**src/include/uev_defines.vh**
```
`ifndef UEV_DEFINES_VH
`define UEV_DEFINES_VH

// register word addresses (8-bit address bus)
`define UEV_ADDR_SIE_RAW 8'h00
`define UEV_ADDR_SIE_EN 8'h01
`define UEV_ADDR_SIE_GATED 8'h02
`define UEV_ADDR_POWER 8'h03
`define UEV_ADDR_LPM_INFO 8'h04
`define UEV_ADDR_ARB_RAW_BASE 8'h10
`define UEV_ADDR_ARB_EN_BASE 8'h20
`define UEV_ADDR_ARB_GATED 8'h30
`define UEV_ADDR_EP_MODE_BASE 8'h40
`define UEV_ADDR_EP_CNT_HI_BASE 8'h50
`define UEV_ADDR_EP_CNT_LO_BASE 8'h60
`define UEV_ADDR_BUF_SIZE 8'h70
`define UEV_ADDR_DMA_REQ 8'h71
`define UEV_ADDR_EP_DIR 8'h72

// sie event bit positions
`define UEV_SIE_LPM 0
`define UEV_SIE_WAKE 1

// arbiter source bit positions
`define UEV_ARB_GRANT 0
`define UEV_ARB_INFULL 1
`define UEV_ARB_OVF 2
`define UEV_ARB_UNF 3
`define UEV_ARB_TERM 4

// transfer modes
`define UEV_MODE_MANUAL 2'h1
`define UEV_MODE_MANUAL_DMA 2'h2
`define UEV_MODE_AUTO 2'h3

// power states
`define UEV_PWR_ACTIVE 2'h0

// reset values
`define UEV_RST_WORD 32'h00000000
`define UEV_RST_MODE 2'h1

`endif

```
**src/uev_event_ctrl.v**
```verilog
// The address map and the plain strobed port were chosen for this implementation.
`timescale 1ns/1ps
`include "uev_defines.vh"
// Notes on behaviour
// - lowpower token sets lowpower event raw bit
// - lowpower gated equals enable and raw
// - lowpower exit only by a firmware power write
// - low level on d plus sets wake
// - wake gated equals enable and raw
// - wake detection only in active power state
// - five arbiter sources gated, ored to one
// - burst done after request sets grant
// - one grant flag per endpoint, shared
// - only first request forwarded while pending
// - in buffer full only for in endpoints
// - store-forward full when count reaches programmed
// - cut-through full when dedicated buffer fills
// - overflow only in cut-through mode
// - in dedicated overflow before in token
// - out dedicated overflow with common occupied
// - common area overflow, in or out
// - underflow only cut-through in endpoints
// - terminate signal sets termination status
// - eight endpoints, request vector, burst done
// - three transfer modes per endpoint
module uev_event_ctrl #(
    parameter NUM_EP = 8
) (
    // clock and reset
    input wire clk_sys,
    input wire rst,
    // register port
    input wire [7:0] reg_addr,
    input wire [31:0] reg_wdata,
    input wire reg_wr,
    input wire reg_rd,
    output reg [31:0] reg_rdata,
    // serial engine events, same clock
    input wire lpm_token_rx,
    input wire [3:0] lpm_besl,
    input wire lpm_remote_wake,
    input wire dp_pad,
    // buffer engine events, same clock
    input wire [NUM_EP-1:0] ep_byte_wr,
    input wire [NUM_EP-1:0] ep_in_token,
    input wire [NUM_EP-1:0] ep_out_done,
    input wire [NUM_EP-1:0] ep_common_ovf,
    input wire [NUM_EP-1:0] ep_dedicated_unf,
    input wire [NUM_EP-1:0] ep_common_unf,
    input wire [NUM_EP-1:0] ep_arb_dma_req,
    input wire [NUM_EP-1:0] ep_dma_termin,
    // dma controller handshake
    input wire [NUM_EP-1:0] dma_burst_done,
    output reg [NUM_EP-1:0] dma_req,
    // interrupt outputs
    output reg sie_irq,
    output reg arb_irq,
    output reg wake_request
);

// ==========================================
// synchronisers for pins
reg dp_s1_r;
reg dp_s2_r;
reg [NUM_EP-1:0] bd_s1_r;
reg [NUM_EP-1:0] bd_s2_r;
reg [NUM_EP-1:0] bd_d_r;
wire [NUM_EP-1:0] burst_pulse = bd_s2_r & ~bd_d_r;

// pad idles high, so a high reset value avoids a false wake
always @(posedge clk_sys or posedge rst) begin
    if (rst) begin
        dp_s1_r <= 1'h1;
        dp_s2_r <= 1'h1;
    end else begin
        dp_s1_r <= dp_pad;
        dp_s2_r <= dp_s1_r;
    end
end

// ==========================================
// burst end synchroniser and edge detect
// level in, one pulse out per rising edge of burst end
always @(posedge clk_sys or posedge rst) begin
    if (rst) begin
        bd_s1_r <= {NUM_EP{1'b0}};
        bd_s2_r <= {NUM_EP{1'b0}};
        bd_d_r <= {NUM_EP{1'b0}};
    end else begin
        bd_s1_r <= dma_burst_done;
        bd_s2_r <= bd_s1_r;
        bd_d_r <= bd_s2_r;
    end
end

// ==========================================
// control registers
reg [1:0] sie_raw_r;
reg [1:0] sie_en_r;
reg [1:0] power_state_r;
reg [4:0] lpm_info_r;
reg [3:0] buf_size_r;
reg [NUM_EP-1:0] ep_dir_in_r;
reg [1:0] ep_mode_r [0:NUM_EP-1];
reg [7:0] cnt_hi_r [0:NUM_EP-1];
reg [7:0] cnt_lo_r [0:NUM_EP-1];
reg [4:0] arb_raw_r [0:NUM_EP-1];
reg [4:0] arb_en_r [0:NUM_EP-1];
reg [15:0] wr_cnt_r [0:NUM_EP-1];
reg [15:0] ded_fill_r [0:NUM_EP-1];
reg [NUM_EP-1:0] pending_r;
reg [NUM_EP-1:0] common_busy_r;

wire wr_sie_raw = reg_wr && (reg_addr == `UEV_ADDR_SIE_RAW);
wire active_mode = (power_state_r == `UEV_PWR_ACTIVE);
wire wake_ev = active_mode && !dp_s2_r;
wire [1:0] sie_set = {wake_ev, lpm_token_rx};
wire [1:0] sie_gated = sie_en_r & sie_raw_r;

// ==========================================
// sie raw events, set wins over a clearing write
always @(posedge clk_sys or posedge rst) begin
    if (rst) begin
        sie_raw_r <= 2'h0;
    end else if (wr_sie_raw) begin
        sie_raw_r <= (sie_raw_r & ~reg_wdata[1:0]) | sie_set;
    end else begin
        sie_raw_r <= sie_raw_r | sie_set;
    end
end

// ==========================================
// lowpower request info, kept until the next token
always @(posedge clk_sys or posedge rst) begin
    if (rst) begin
        lpm_info_r <= 5'h00;
    end else if (lpm_token_rx) begin
        lpm_info_r <= {lpm_remote_wake, lpm_besl};
    end
end

// ==========================================
// power state; wake fires only when active, so only a write leaves suspend and lowpower sleep
// a firmware write in the wake cycle wins, so sleep entry is never lost
always @(posedge clk_sys or posedge rst) begin
    if (rst) begin
        power_state_r <= `UEV_PWR_ACTIVE;
    end else if (reg_wr && reg_addr == `UEV_ADDR_POWER) begin
        power_state_r <= reg_wdata[1:0];
    end else if (wake_ev) begin
        power_state_r <= `UEV_PWR_ACTIVE;
    end
end

// ==========================================
// common configuration
always @(posedge clk_sys or posedge rst) begin
    if (rst) begin
        sie_en_r <= 2'h0;
        buf_size_r <= 4'h0;
        ep_dir_in_r <= {NUM_EP{1'b0}};
    end else begin
        if (reg_wr && reg_addr == `UEV_ADDR_SIE_EN) begin
            sie_en_r <= reg_wdata[1:0];
        end
        if (reg_wr && reg_addr == `UEV_ADDR_BUF_SIZE) begin
            buf_size_r <= reg_wdata[3:0];
        end
        if (reg_wr && reg_addr == `UEV_ADDR_EP_DIR) begin
            ep_dir_in_r <= reg_wdata[NUM_EP-1:0];
        end
    end
end

// ==========================================
// per endpoint arbiter status
// dedicated space is the size field plus one byte
wire [15:0] ded_size = {12'h000, buf_size_r} + 16'h0001;
wire fw_req_wr = reg_wr && (reg_addr == `UEV_ADDR_DMA_REQ);
wire [NUM_EP-1:0] arb_any;

genvar g;
generate
for (g = 0; g < NUM_EP; g = g + 1) begin : g_ep
    // ==========================================
    // per endpoint decode and event sources
    wire auto_m = (ep_mode_r[g] == `UEV_MODE_AUTO);
    wire dma_m = (ep_mode_r[g] == `UEV_MODE_MANUAL_DMA) || auto_m;
    wire is_in = ep_dir_in_r[g];
    wire fw_req = fw_req_wr && reg_wdata[g];
    wire new_req = fw_req || (auto_m && ep_arb_dma_req[g]);
    wire [15:0] prog = {cnt_hi_r[g], cnt_lo_r[g]};
    wire [15:0] wr_next = wr_cnt_r[g] + 16'h0001;
    wire [15:0] ded_next = ded_fill_r[g] + 16'h0001;
    wire grant_set = dma_m && pending_r[g] && burst_pulse[g];
    wire full_sf = !auto_m && ep_byte_wr[g] && (wr_next == prog);
    wire full_ct = auto_m && ep_byte_wr[g] && (ded_next == ded_size);
    wire full_set = is_in && (full_sf || full_ct);
    // fill count stops at the dedicated size, so each extra byte overflows
    wire ovf_in = is_in && ep_byte_wr[g] && (ded_fill_r[g] >= ded_size);
    wire ovf_out = !is_in && ep_out_done[g] && common_busy_r[g];
    wire ovf_set = auto_m && (ovf_in || ovf_out || ep_common_ovf[g]);
    wire unf_set = auto_m && is_in && (ep_dedicated_unf[g] || ep_common_unf[g]);
    // termination is reported in every transfer mode
    wire term_set = ep_dma_termin[g];
    wire [4:0] set_v = {term_set, unf_set, ovf_set, full_set, grant_set};
    wire clr = reg_wr && (reg_addr == `UEV_ADDR_ARB_RAW_BASE + g);

    // ==========================================
    // endpoint mode and byte count registers
    always @(posedge clk_sys or posedge rst) begin
        if (rst) begin
            ep_mode_r[g] <= `UEV_RST_MODE;
            cnt_hi_r[g] <= 8'h00;
            cnt_lo_r[g] <= 8'h00;
        end else begin
            if (reg_wr && reg_addr == `UEV_ADDR_EP_MODE_BASE + g) begin
                ep_mode_r[g] <= reg_wdata[1:0];
            end
            if (reg_wr && reg_addr == `UEV_ADDR_EP_CNT_HI_BASE + g) begin
                cnt_hi_r[g] <= reg_wdata[7:0];
            end
            if (reg_wr && reg_addr == `UEV_ADDR_EP_CNT_LO_BASE + g) begin
                cnt_lo_r[g] <= reg_wdata[7:0];
            end
        end
    end

    // ==========================================
    // arbiter source enables
    always @(posedge clk_sys or posedge rst) begin
        if (rst) begin
            arb_en_r[g] <= 5'h00;
        end else if (reg_wr && reg_addr == `UEV_ADDR_ARB_EN_BASE + g) begin
            arb_en_r[g] <= reg_wdata[4:0];
        end
    end

    // ==========================================
    // raw arbiter status, set wins over a clearing write
    always @(posedge clk_sys or posedge rst) begin
        if (rst) begin
            arb_raw_r[g] <= 5'h00;
        end else if (clr) begin
            arb_raw_r[g] <= (arb_raw_r[g] & ~reg_wdata[4:0]) | set_v;
        end else begin
            arb_raw_r[g] <= arb_raw_r[g] | set_v;
        end
    end

    // ==========================================
    // byte counts restart when an in token drains the endpoint
    always @(posedge clk_sys or posedge rst) begin
        if (rst) begin
            wr_cnt_r[g] <= 16'h0000;
            ded_fill_r[g] <= 16'h0000;
            common_busy_r[g] <= 1'b0;
        end else begin
            if (ep_in_token[g]) begin
                wr_cnt_r[g] <= 16'h0000;
                ded_fill_r[g] <= 16'h0000;
            end else if (ep_byte_wr[g]) begin
                wr_cnt_r[g] <= wr_next;
                if (ded_fill_r[g] < ded_size) begin
                    ded_fill_r[g] <= ded_next;
                end
            end
            // common area stays occupied until terminate reports it read
            if (ep_out_done[g]) begin
                common_busy_r[g] <= 1'b1;
            end else if (ep_dma_termin[g]) begin
                common_busy_r[g] <= 1'b0;
            end
        end
    end

    // ==========================================
    // dma handshake, later requests dropped until the grant returns
    // mode 1 has no channel, so its requests never leave the block
    always @(posedge clk_sys or posedge rst) begin
        if (rst) begin
            pending_r[g] <= 1'b0;
            dma_req[g] <= 1'b0;
        end else begin
            dma_req[g] <= 1'b0;
            if (grant_set) begin
                pending_r[g] <= 1'b0;
            end else if (dma_m && new_req && !pending_r[g]) begin
                pending_r[g] <= 1'b1;
                dma_req[g] <= 1'b1;
            end
        end
    end

    assign arb_any[g] = |(arb_raw_r[g] & arb_en_r[g]);
end
endgenerate

// ==========================================
// serial engine interrupt line
always @(posedge clk_sys or posedge rst) begin
    if (rst) begin
        sie_irq <= 1'b0;
    end else begin
        sie_irq <= |sie_gated;
    end
end

// ==========================================
// arbiter interrupt line
always @(posedge clk_sys or posedge rst) begin
    if (rst) begin
        arb_irq <= 1'b0;
    end else begin
        arb_irq <= |arb_any;
    end
end

// ==========================================
// wake request, the wake event registered one cycle later, high as long as the event lasts
always @(posedge clk_sys or posedge rst) begin
    if (rst) begin
        wake_request <= 1'b0;
    end else begin
        wake_request <= wake_ev;
    end
end

// ==========================================
// read mux, unmapped words read as zero
reg [31:0] rd_nxt;
always @* begin
    rd_nxt = `UEV_RST_WORD;
    case (reg_addr)
        `UEV_ADDR_SIE_RAW: rd_nxt = {30'h0, sie_raw_r};
        `UEV_ADDR_SIE_EN: rd_nxt = {30'h0, sie_en_r};
        `UEV_ADDR_SIE_GATED: rd_nxt = {30'h0, sie_gated};
        `UEV_ADDR_POWER: rd_nxt = {30'h0, power_state_r};
        `UEV_ADDR_LPM_INFO: rd_nxt = {27'h0, lpm_info_r};
        `UEV_ADDR_ARB_GATED: rd_nxt = {{(32-NUM_EP){1'b0}}, arb_any};
        `UEV_ADDR_BUF_SIZE: rd_nxt = {28'h0, buf_size_r};
        `UEV_ADDR_DMA_REQ: rd_nxt = {{(32-NUM_EP){1'b0}}, pending_r};
        `UEV_ADDR_EP_DIR: rd_nxt = {{(32-NUM_EP){1'b0}}, ep_dir_in_r};
        default: begin
            if (reg_addr[7:4] == 4'h1 && reg_addr[3:0] < NUM_EP) begin
                rd_nxt = {27'h0, arb_raw_r[reg_addr[2:0]]};
            end else if (reg_addr[7:4] == 4'h2 && reg_addr[3:0] < NUM_EP) begin
                rd_nxt = {27'h0, arb_en_r[reg_addr[2:0]]};
            end else if (reg_addr[7:4] == 4'h4 && reg_addr[3:0] < NUM_EP) begin
                rd_nxt = {30'h0, ep_mode_r[reg_addr[2:0]]};
            end else if (reg_addr[7:4] == 4'h5 && reg_addr[3:0] < NUM_EP) begin
                rd_nxt = {24'h0, cnt_hi_r[reg_addr[2:0]]};
            end else if (reg_addr[7:4] == 4'h6 && reg_addr[3:0] < NUM_EP) begin
                rd_nxt = {24'h0, cnt_lo_r[reg_addr[2:0]]};
            end
        end
    endcase
end

// ==========================================
// read data stands one cycle only, zero otherwise
always @(posedge clk_sys or posedge rst) begin
    if (rst) begin
        reg_rdata <= `UEV_RST_WORD;
    end else if (reg_rd) begin
        reg_rdata <= rd_nxt;
    end else begin
        reg_rdata <= `UEV_RST_WORD;
    end
end

endmodule // uev_event_ctrl

```
**config.mk**
```make
export PLATFORM = sky130hd
export DESIGN_NAME = uev_event_ctrl
export DESIGN_NICKNAME = d
export VERILOG_FILES = /design/src/uev_event_ctrl.v
export VERILOG_INCLUDE_DIRS = /design/src /design/src/include
export SDC_FILE = /design/constraint.sdc
export NUM_CORES = 2
export LEC_CHECK = 0
export BUFFER_PORTS_ARGS = -buffer_cell sky130_fd_sc_hd__buf_4
export CAP_MARGIN = 20
export CELL_PAD_IN_SITES_DETAIL_PLACEMENT = 1
export CELL_PAD_IN_SITES_GLOBAL_PLACEMENT = 2
export CORE_UTILIZATION = 37
export DETAILED_ROUTE_END_ITERATION = 6
export MAX_ROUTING_LAYER = met4
export PLACE_DENSITY_LB_ADDON = 0.25
export SYNTH_ARGS = -nofsm -noshare
export SYNTH_HDL_FRONTEND = slang
export SYNTH_SLANG_ARGS = --single-unit
```
**constraint.sdc**
```tcl
create_clock -name clk_sys -period 19.7 [get_ports clk_sys]
set_input_delay 3.94 -clock clk_sys [delete_from_list [all_inputs] [get_ports clk_sys]]
set_output_delay 3.94 -clock clk_sys [all_outputs]
set_load 0.02 [all_outputs]
```
==> summary.txt <==
Synthesis
  • Mapped Area: 0.03222 mm²
  • Yosys top cell area share: 43.03%
  • Seq/Total Area, Yosys: 43.84%
  • Top post-synthesis cells by count: 554 x dfrtp_1, 285 x nor2_1, 262 x nand2_1
  • Leading area contributor after synthesis: dfrtp_1
  • Largest cells by area after synthesis: dfrtp_1 43%, mux2_2 7.3%, xnor2_1 5.2%
  • Distinct cells, synth: 85
  • Yosys warns: 0
  • Ys flop type: dfrtp_1
  • Most common cell in the netlist: dfrtp_1
  • #FFs+latches synth: 564
  • Post-synth EDFFs: 0
  • Synth async-reset ratio: 100.0%
  • Synth Area per Inst: 10.12 µm²
  • Cells after Synth: 3184

Worst setup path
  • Worst Setup Start Kind: primary input
  • CP max FO: 37
  • Worst Setup End Kind: register
  • Critical Path AT: 7.26 ns
  • CP Class: primary input to register
  • Critical Path RT: 20.23 ns

STA
  • Final period utilization: 34.19%
  • Time the worst path needs with I/O delays and setup: 6.736 ns
  • Worst setup margin: 12.96 ns
  • Setup TNS Final: 0 ns
  • Slew Viols, Final: 0
  • F_max: 148.5 MHz
  • Finish-stage setup viols: 0
  • Max_slew headroom: 29.54%
  • Max Clock Skew: 0.02583 ns
  • Tightest Pin Transition: 1.056 ns
  • RSZ-0062 raised after global routing: false
  • Final Hold Vio Count: 0

Worst hold path
  • Hold WC Path Type: register to register

Routing
  • Remaining DRCs: 0
  • Vias: 25564
  • WL final: 109.5 mm
  • DRT antenna net count: 0
  • DR pass1 iterations: 5
  • Routed WL per cell: 24.67 µm
  • Via/cell ratio: 5.758
  • DR iter-0 viols: 1841

Global route
  • First-pass GRT wire length: 168.3 mm
  • Initial antenna violation count: 9
  • Total GRT Usage: 25.66%
  • Remaining Overflow, GRT: 0
  • Number of global-route vias before repair: 26726
  • Largest net degree at the start of global routing: 171

Layout
  • Area of the multi-input gates: 0.01714 mm²
  • Final net count: 3406
  • Area Overhead vs Synth: 12.47%
  • Fillcell total: 9499
  • Share of layout cells above drive strength 1: 16.95%
  • FF+latch area: 0.01413 mm²

Place
  • Detailed Place HPWL: 80.07 mm
  • Place WS: 12.36 ns
  • GPL Wtd Cong: 0.9590
  • Buffers on Ports: 117

Clocking
  • CTS resizes: 0
  • Clock latency on the worst-skew pair: 0.63 ns
  • Post-CTS repair timing setup buffer count: 0
  • H-tree Lvls: 3
  • Reg clk slew, reported paths: 0.06 ns
  • Clock Tree Buf Depth: 3
  • Clk sinks: 564
  • Total CTS buffers: 70
  • Hold-fix buffer count after cts: 0
  • CTS tree: done
  • Clk root buf: clkbuf_16

Floorplanning
  • Number of core rows: 107
  • DIE AREA: 0.08826 mm²
  • Core area: 0.08568 mm²
  • Die height: 297.1 µm
  • Starting Density: 37.60%
  • Die X: 297.1 µm
  • Boundary Pins: 166

Power and ir drop
  • Leak pwr: 15.54 nW
  • VDD IR-drop max: 0.06074 mV
  • Power per Cell Area: 80.67 mW/mm²

Status
  • Status: completed

Job
  • Max Cap Viol: 0
## cells in the final DEF, fill, tap and decap left out, types with 79 or more instances in the layout
master   count
nand3_1    115
nor2_1     285
mux2_2     210
xor2_1     155
dfrtp_1    554
nor3_1      79
xnor2_1    193
nand2_1    262
a21oi_1     98
nand4_1    100
o21ai_0    105
and2_1      84
buf_4      128
## area by class of cell
class | instances | area share (%)
multi-input combinational | 2404 | 47.30
timing repair buffer | 130 | 2.762
tap | 1144 | 3.950
clock buffer | 101 | 5.463
sequential | 564 | 38.98
inverter | 64 | 0.6837
antenna | 9 | 0.06215
clock inverter | 24 | 0.7907
## power by group
| part | total [mW] | switching, mW | internal [mW] |
|---|---|---|---|
| Sequential | 1.27 | 0.0663 | 1.20 |
| Clock | 1.29 | 0.525 | 0.766 |
| Combinational | 0.363 | 0.218 | 0.145 |
## layer usage
metal  global-route usage, %  vias up  share of wire [%]
met3                   5.872      160                6.5
met2                   37.13      662                 44
met4                   8.591        0                3.3
met1                   35.24    13229                 46
li1                        -    11513                  -
met5                       -        -                  0
## critical path, cell delays in order
cell and delay (ns):
buf_4 0.27, buf_4 0.35, nor4_1 0.77, buf_4 0.25, nand4_1 0.54, o21ai_0 0.79, o21a_1 0.31
## metrics by stage
step,utilization [%],instance area [µm²],power [mW],hold slack [ns],instances
after floorplan,-,32300,1.513,0.3312,3207
after global placement,39.62,33950,1.633,0.3355,4306
after detailed placement,39.62,33950,1.651,0.3497,4306
after CTS,42.26,36210,2.961,0.3586,4431
after global routing,42.29,36230,3.044,0.3616,4438
final,42.29,36240,2.923,0.3589,4440
## final timing paths
path | from | endpoint | slack, ns | cells after the start
min | bd_s1_r[2] | bd_s2_r[2] | 0.36 | 0
min reg2reg | bd_s1_r[2] | bd_s2_r[2] | 0.36 | 0
min in group asynchronous | rst | ded_fill_r[100] | 3.48 | 2
max reg2reg | buf_size_r[2] | arb_raw_r[27] | 15.87 | 10
max in group asynchronous | rst | wr_cnt_r[43] | 13.32 | 5
max | reg_addr[1] | reg_rdata[5] | 12.96 | 7
## state kept, by name (all words and copies together) (netlist names), 2 cells and up
name / flops
arb_en_r: 40
bd_s2_r: 8
ded_fill_r: 128
bd_s1_r: 8
sie_raw_r: 2
ep_dir_in_r: 8
wr_cnt_r: 128
cnt_hi_r: 64
common_busy_r: 8
lpm_info_r: 5
bd_d_r: 8
cnt_lo_r: 64
reg_rdata: 8
power_state_r: 2
ep_mode_r: 16
arb_raw_r: 40
dma_req: 8
sie_en_r: 2
pending_r: 8
buf_size_r: 4
## kinds of logic after synthesis
group	Yosys count	share of synthesized area (%)
AND/OR/NAND/NOR	1189	18.70
flip-flops	564	43.84
AO/OA/AOI/OAI	472	9.744
XOR/XNOR	350	9.596
multiplexers	320	12.93
buffers and inverters	239	3.270
adder cells (fa/ha/maj)	49	1.903
other	1	0.01164
No activity file was read; power rests on OpenSTA's default activity.
